### src/hdl/srp_pkg.sv
// Shared constants and types for the parallel result readout link.
// Assumes a single 100 MHz core_clk shared by both ends.
package srp_pkg;

	localparam int RESULT_W = 18;

	// Ideal output codes
	localparam logic [17:0] CODE_ZERO      = 18'h0_0000;
	localparam logic [17:0] CODE_MID       = 18'h2_0000;
	localparam logic [17:0] CODE_MID_M1    = 18'h1_FFFF;
	localparam logic [17:0] CODE_FULL      = 18'h3_FFFF;
	localparam logic [17:0] RESULT_RST     = 18'h0_0000;

	// Timing
	localparam int CLK_PERIOD_NS   = 10;
	localparam int START_LOW_NS    = 40;
	localparam int START_LOW_CYC   = (START_LOW_NS + CLK_PERIOD_NS - 1) / CLK_PERIOD_NS;
	localparam int CONV_CYC        = 64;
	localparam int INIT_READS      = 3;
	localparam int BAD_CONVS       = 3;
	localparam int RD_LOW_CYC      = 2;

	// Lane positions
	localparam int LANE_HI_LSB     = 10;
	localparam int LANE_LO2_LSB    = 2;

	typedef enum logic [3:0] {
		HS_IDLE  = 4'b0001,
		HS_START = 4'b0010,
		HS_WAIT  = 4'b0100,
		HS_READ  = 4'b1000
	} srp_hstate_t;

	// Read width requested by host user
	typedef enum logic [1:0] {
		RW_18 = 2'b00,
		RW_16 = 2'b01,
		RW_8  = 2'b10,
		RW_8S = 2'b11
	} srp_rwidth_t;

endpackage : srp_pkg

### src/hdl/srp_if.sv
// Pin-level link between the converter readout and its host.
// Assumes the testbench resolves result_in from the output enable.
`timescale 1ns/100ps
interface srp_if;
	logic        chip_select_n;
	logic        read_n;
	logic        conversion_start_n;
	logic        byte_shift;
	logic        narrow_bus_select;
	logic        busy;
	logic [17:0] result_out;
	logic        result_oe;
	logic [17:0] result_in;

	modport dev  (input chip_select_n, read_n, conversion_start_n, byte_shift,
		narrow_bus_select, output busy, result_out, result_oe);
	modport host (output chip_select_n, read_n, conversion_start_n, byte_shift,
		narrow_bus_select, input busy, result_in);
endinterface : srp_if

### src/hdl/srp_device.sv
// Converter end: conversion timing, abort reset, trim init and lane mux.
// Assumes analog result arrives as sample_code; pins synchronised here.
`timescale 1ns/100ps
module srp_device (
	// Clock and reset
	input  wire logic         core_clk,
	input  wire logic         sys_rst,
	// Pin side
	srp_if.dev                pins,
	// Analog front end
	input  wire logic [17:0]  sample_code,
	output logic              acquiring,
	output logic              trim_done,
	output logic              result_valid
);
	import srp_pkg::*;

	logic [1:0] cs_s_ff, rd_s_ff, cv_s_ff, by_s_ff, nb_s_ff;
	logic       cs_d_ff, cv_d_ff, rd_d_ff;
	logic       busy_ff;
	logic [7:0] conv_cnt_ff;
	logic [17:0] latch_ff;
	logic [1:0] init_cnt_ff;
	logic [1:0] bad_cnt_ff;
	logic       acq_ff;
	logic       trim_ff;
	logic       valid_ff;
	logic [17:0] nxt_pins;
	logic       cs_fall, cv_fall, rd_rise, abort;
	logic [17:0] out_ff;
	logic       oe_ff;

	// Two-flop synchronisers for all pin inputs
	always_ff @(posedge core_clk)
	begin
		if (sys_rst)
		begin
			cs_s_ff <= 2'h3;
			rd_s_ff <= 2'h3;
			cv_s_ff <= 2'h3;
			by_s_ff <= 2'h0;
			nb_s_ff <= 2'h0;
		end
		else
		begin
			cs_s_ff <= {cs_s_ff[0], pins.chip_select_n};
			rd_s_ff <= {rd_s_ff[0], pins.read_n};
			cv_s_ff <= {cv_s_ff[0], pins.conversion_start_n};
			by_s_ff <= {by_s_ff[0], pins.byte_shift};
			nb_s_ff <= {nb_s_ff[0], pins.narrow_bus_select};
		end
	end

	// Delayed copies for edge detection
	always_ff @(posedge core_clk)
	begin
		if (sys_rst)
		begin
			cs_d_ff <= 1'b1;
			cv_d_ff <= 1'b1;
			rd_d_ff <= 1'b1;
		end
		else
		begin
			cs_d_ff <= cs_s_ff[1];
			cv_d_ff <= cv_s_ff[1];
			rd_d_ff <= rd_s_ff[1];
		end
	end

	assign cs_fall = cs_d_ff & ~cs_s_ff[1];
	assign cv_fall = cv_d_ff & ~cv_s_ff[1];
	assign rd_rise = ~rd_d_ff & rd_s_ff[1];
	// Abort on start fall with select low, or select fall, mid-conversion
	assign abort = busy_ff & ((cv_fall & ~cs_s_ff[1]) | cs_fall);

	// Conversion sequencer and busy
	always_ff @(posedge core_clk)
	begin
		if (sys_rst)
		begin
			busy_ff     <= 1'b0;
			conv_cnt_ff <= 8'h00;
		end
		else if (abort)
		begin
			busy_ff     <= 1'b0;
			conv_cnt_ff <= 8'h00;
		end
		else if (!busy_ff && cv_fall && !cs_s_ff[1])
		begin
			busy_ff     <= 1'b1;
			conv_cnt_ff <= 8'(CONV_CYC - 1);
		end
		else if (busy_ff)
		begin
			if (conv_cnt_ff == 8'h00)
				busy_ff <= 1'b0;
			else
				conv_cnt_ff <= conv_cnt_ff - 8'h01;
		end
	end

	// Output latch: cleared on abort, loaded at conversion end
	always_ff @(posedge core_clk)
	begin
		if (sys_rst)
			latch_ff <= RESULT_RST;
		else if (abort)
			latch_ff <= RESULT_RST;
		else if (busy_ff && conv_cnt_ff == 8'h00)
			latch_ff <= sample_code;
	end

	// Acquisition phase tracking
	always_ff @(posedge core_clk)
	begin
		if (sys_rst)
			acq_ff <= 1'b0;
		else if (busy_ff && !abort && conv_cnt_ff == 8'h00 && !cs_s_ff[1])
			acq_ff <= 1'b1;
		else if (abort)
			acq_ff <= 1'b1;
		else if (cv_fall && !cs_s_ff[1])
			acq_ff <= 1'b0; // Taken start ends sampling, even with select fall
		else if (!busy_ff && cs_fall)
			acq_ff <= 1'b1;
	end

	// Trim load counts read cycles after power-up
	always_ff @(posedge core_clk)
	begin
		if (sys_rst)
		begin
			init_cnt_ff <= 2'h0;
			trim_ff     <= 1'b0;
		end
		else if (!trim_ff && rd_rise)
		begin
			init_cnt_ff <= init_cnt_ff + 2'h1;
			if (init_cnt_ff == 2'(INIT_READS - 1))
				trim_ff <= 1'b1;
		end
	end

	// The first three conversions before trim give invalid results
	always_ff @(posedge core_clk)
	begin
		if (sys_rst)
		begin
			bad_cnt_ff <= 2'h0;
			valid_ff   <= 1'b0;
		end
		else if (busy_ff && !abort && conv_cnt_ff == 8'h00)
		begin
			if (!trim_ff && bad_cnt_ff != 2'(BAD_CONVS))
				bad_cnt_ff <= bad_cnt_ff + 2'h1;
			valid_ff <= trim_ff || bad_cnt_ff == 2'(BAD_CONVS);
		end
		else if (abort)
			valid_ff <= 1'b0;
	end

	// Lane multiplexer, follows selects directly
	always_comb
	begin
		nxt_pins = '1;
		case ({by_s_ff[1], nb_s_ff[1]})
			2'b00: nxt_pins = latch_ff;
			2'b01: nxt_pins[LANE_LO2_LSB +: 2] = latch_ff[1:0];
			2'b10: nxt_pins[LANE_HI_LSB +: 8] = latch_ff[9:2];
			2'b11: nxt_pins[LANE_HI_LSB +: 2] = latch_ff[1:0];
			default: nxt_pins = '1;
		endcase
	end

	// Registered pin drivers, updated every cycle
	always_ff @(posedge core_clk)
	begin
		if (sys_rst)
		begin
			out_ff <= RESULT_RST;
			oe_ff  <= 1'b0;
		end
		else
		begin
			out_ff <= nxt_pins;
			oe_ff  <= ~cs_s_ff[1] & ~rd_s_ff[1];
		end
	end

	assign pins.result_out = out_ff;
	assign pins.result_oe  = oe_ff;
	assign pins.busy       = busy_ff;
	assign acquiring       = acq_ff;
	assign trim_done       = trim_ff;
	assign result_valid    = valid_ff;

endmodule : srp_device

### src/flat_wrapper.sv
// flat-port wrapper written by rule: the top's interface ports become plain ports
module srp_device_flat import srp_pkg::*;
  (core_clk, sys_rst, sample_code, acquiring, trim_done, result_valid, pins_chip_select_n, pins_read_n, pins_conversion_start_n, pins_byte_shift, pins_narrow_bus_select, pins_busy, pins_result_out, pins_result_oe);
  srp_if pins_i ();
  input  wire logic core_clk;
  input  wire logic sys_rst;
  input  wire logic [17:0] sample_code;
  output logic acquiring;
  output logic trim_done;
  output logic result_valid;
  input wire logic [$bits(pins_i.chip_select_n)-1:0] pins_chip_select_n;
  input wire logic [$bits(pins_i.read_n)-1:0] pins_read_n;
  input wire logic [$bits(pins_i.conversion_start_n)-1:0] pins_conversion_start_n;
  input wire logic [$bits(pins_i.byte_shift)-1:0] pins_byte_shift;
  input wire logic [$bits(pins_i.narrow_bus_select)-1:0] pins_narrow_bus_select;
  output wire logic [$bits(pins_i.busy)-1:0] pins_busy;
  output wire logic [$bits(pins_i.result_out)-1:0] pins_result_out;
  output wire logic [$bits(pins_i.result_oe)-1:0] pins_result_oe;
  assign pins_i.chip_select_n = pins_chip_select_n;
  assign pins_i.read_n = pins_read_n;
  assign pins_i.conversion_start_n = pins_conversion_start_n;
  assign pins_i.byte_shift = pins_byte_shift;
  assign pins_i.narrow_bus_select = pins_narrow_bus_select;
  assign pins_busy = pins_i.busy;
  assign pins_result_out = pins_i.result_out;
  assign pins_result_oe = pins_i.result_oe;
  srp_device u_core (.core_clk(core_clk), .sys_rst(sys_rst), .pins(pins_i), .sample_code(sample_code), .acquiring(acquiring), .trim_done(trim_done), .result_valid(result_valid));
endmodule
### config.mk
export PLATFORM = sky130hd
export DESIGN_NAME = srp_device_flat
export DESIGN_NICKNAME = d
export VERILOG_FILES = /design/src/hdl/srp_pkg.sv /design/src/hdl/srp_if.sv /design/src/hdl/srp_device.sv /design/src/flat_wrapper.sv
export SDC_FILE = /design/constraint.sdc
export NUM_CORES = 1
export LEC_CHECK = 0
export ABC_AREA = 1
export BUFFER_PORTS_ARGS = -buffer_cell sky130_fd_sc_hd__buf_2
export CORE_ASPECT_RATIO = 1.25
export CORE_UTILIZATION = 50
export CTS_CLUSTER_SIZE = 30
export DETAILED_ROUTE_END_ITERATION = 12
export PLACE_DENSITY_LB_ADDON = 0.2
export SLEW_MARGIN = 20
export SYNTH_ARGS = -nofsm -noshare
export SYNTH_HDL_FRONTEND = slang
export SYNTH_SLANG_ARGS = --single-unit
### constraint.sdc
create_clock -name core_clk -period 2.9 [get_ports core_clk]
set_input_delay 0.58 -clock core_clk [delete_from_list [all_inputs] [get_ports core_clk]]
set_output_delay 0.58 -clock core_clk [all_outputs]
set_load 0.005 [all_outputs]
==> flow_summary.toml <==
[finish]
postLayoutCoreUtil_pct = 62.10
area_growth_pct = 17.92
final_cell_count_no_fill = 426
layout-drive-gt1-share_pct = 22.40
antenna_cells = 0
design_area_mm2 = 0.002980
final_nets = 390

[cts]
cts_tree = "built"
clkTransAtPathRegs_ps = 70
clk_path_buf_depth = 2
hold_buffers = 0
cts_num_sinks = 66
cts_resized = 0
cts_buffers = 9
post_cts_buffers = 0
root_buffer = "clkbuf_8"
htreeDepth = 3
clk_latency_ps = 340

[routing]
firstDrtPassIters = 5
dr_total_vias = 2107
drcViolationCount = 0
viasPerCell = 4.946
drt_iter0_markers = 158
drt-total-wl_mm = 4.923
antenna_left = 0
avgRoutedWirePerCell_um = 11.56

[synth]
synth-seq-cells = 66
ys_top_cells_by_area = "dfxtp_1, nand2_1, a21oi_1, inv_1, nand3_1"
synthDistinctLibCells = 26
yosysSeqAreaShare_pct = 52.28
syn_avg_cell_area_um2 = 8.075
yosys_warnings = 0
synth-async-reset-ratio_pct = 0
post-synth-top-area-cell = "dfxtp_1"
yosys.area.top_type_share_pct = 52.28
yosysMostFrequentCell = "nand2_1"
synth-edff-count = 0
ys_top_cells_by_count = "nand2_1, dfxtp_1, a21oi_1"
syn_inst = 313
synth.cell_area_mm2 = 0.002527
syn_nets = 342
ys.flop_type = "dfxtp_1"

[global_route]
grt_use_total_pct = 20.37
grt_overflow = 0
grt_pass1_wl_mm = 8.017
grt_max_degree = 34
antenna_found_initial = 0
grt_pass1_vias = 1842

[timing]
fin_hold_ws_ps = 406.3
max_freq_mhz = 559.8
finalSetupViolCount = 0
slew_violations = 0
hold_violations = 0
worst_slew_pin_slew_ps = 852.2
rsz0062_at_grt = "false"
fin_crit_ps = 1786
fin_ws_ps = 1114
skew_ps = 10.30
post-route-period-util_pct = 61.60
maxSlewHeadroom_pct = 42.98
fin_tns_setup_ps = 0

[pwr]
p_per_area_mw_per_mm2 = 605.7
seqPwrFrac_pct = 52.1
finalPower_mw = 1.805
peakVddDrop_uv = 422.4
p_leak_nw = 1.297
p_int_mw = 1.389
pwr-share-comb_pct = 5.2
switching_share_pct = 23.03
netSwitchingPower_mw = 0.4157
p_clk_share_pct = 42.7

[worst_setup_path]
cp-end-kind = "flop"
crit_arrival_ps = 2010
cp_max_fo = 33
cp.required_ps = 3130
path_class = "in -> reg"
critPathLaunchType = "primary input"

[placed_design]
dp_cells = 410
placed_area_mm2 = 0.002779
gp_congestion = 0.7789
portBuffers = 47
pre_cts_ws_ps = 768.0
post-dp-hpwl_mm = 3.340

[status]
status = "finished, final reports clean"

[worst_hold_path]
hold_class = "reg -> reg"

[floorplan]
die_h_um = 81.49
num_io_pins = 48
start_util_pct = 52.66
core_area_mm2 = 0.004800
rows = 28
fp.dieW_um = 65.59
die_area_mm2 = 0.005345

[run]
maxCapViolCount = 0
path summary, 6_finish.rpt:
path	startpoint	slack [ps]	end	cells past startpoint
worst max register to register	u_core.conv_cnt_ff[0]	1140	u_core.latch_ff[11]	8
worst min-delay path	u_core.cv_s_ff[0]	410	u_core.cv_s_ff[1]	1
worst max-delay path	sys_rst	1110	u_core.pins.busy	5
worst min register to register	u_core.cv_s_ff[0]	410	u_core.cv_s_ff[1]	1
registers in the layout, indices dropped and copies added, names as in the netlist:
| register | cells |
|---|---|
| u_core.rd_d_ff | 1 |
| u_core.trim_done | 1 |
| u_core.cs_s_ff | 2 |
| u_core.latch_ff | 18 |
| u_core.pins.result_oe | 1 |
| u_core.cs_d_ff | 1 |
| u_core.nb_s_ff | 2 |
| u_core.init_cnt_ff | 2 |
| u_core.rd_s_ff | 2 |
| u_core.result_valid | 1 |
| u_core.by_s_ff | 2 |
| u_core.bad_cnt_ff | 2 |
| u_core.cv_s_ff | 2 |
| u_core.pins.busy | 1 |
| u_core.cv_d_ff | 1 |
| u_core.pins.result_out | 18 |
| u_core.acquiring | 1 |
| u_core.conv_cnt_ff | 8 |
power by group through the flow:
stage | clock network (mW) | logic, mW | registers, mW
after global routing | 0.828 | 0.106 | 0.942
after floorplan | 0 | 0.0563 | 0.959
after global placement | 0 | 0.0945 | 0.960
after CTS | 0.786 | 0.0950 | 0.940
final | 0.771 | 0.0939 | 0.940
after detailed placement | 0 | 0.0947 | 0.960
cells in the final DEF, fill, tap and decap left out:
cell type,count
nor2_4,1
clkbuf_8,10
inv_2,1
o21ai_0,5
inv_6,1
a221oi_1,2
buf_4,2
inv_1,34
dfxtp_1,66
a211oi_1,6
nand2_1,75
nor3_4,1
buf_2,47
nor3b_2,1
nor2_2,1
nand3b_1,1
nand4_1,3
nand3_1,17
or2_2,8
nand4_2,1
clkinvlp_4,2
a21oi_1,43
ha_1,4
nor3_1,6
nor2_1,21
nand2_2,2
bufinv_16,1
xnor2_1,1
clkinv_2,2
o21ai_4,1
cells by family (layout without fill, tap and decap cells):
family / after synthesis / after routing / share of synthesized area [%]
AOI/OAI and AO/OA: 57 / 57 / 12.62
xor gates and xnor gates: 1 / 1 / 0.3466
buffers and inverters: 47 / 100 / 8.118
adders and majority gates: 4 / 4 / 1.980
DFF: 66 / 66 / 52.28
and+or+nand+nor: 138 / 138 / 24.65
worst max-delay path: stages:
cell	delay, ps
buf_2	430
inv_1	210
nand2_1	440
buf_4	290
a21oi_1	50
routing by layer:
metal / track usage, % / up-vias / routed length (um)
li1: - / 1101 / -
met1: 23.99 / 944 / 2243
met2: 32.99 / 50 / 2348
met3: 4.167 / 12 / 182
met4: 14.35 / 0 / 149
met5: 0 / - / 0
final cells by class:
type | instances | area, um^2
Clock buffer | 10 | 137.6
Tap cell | 60 | 75.07
Sequential cell | 66 | 1321
Clock inverter | 6 | 63.81
Timing Repair Buffer | 49 | 250.2
Inverter | 35 | 131.4
Fill cell | 423 | 1819
Multi-Input combinational cell | 200 | 1001
(Power assumes the default switching activity.)
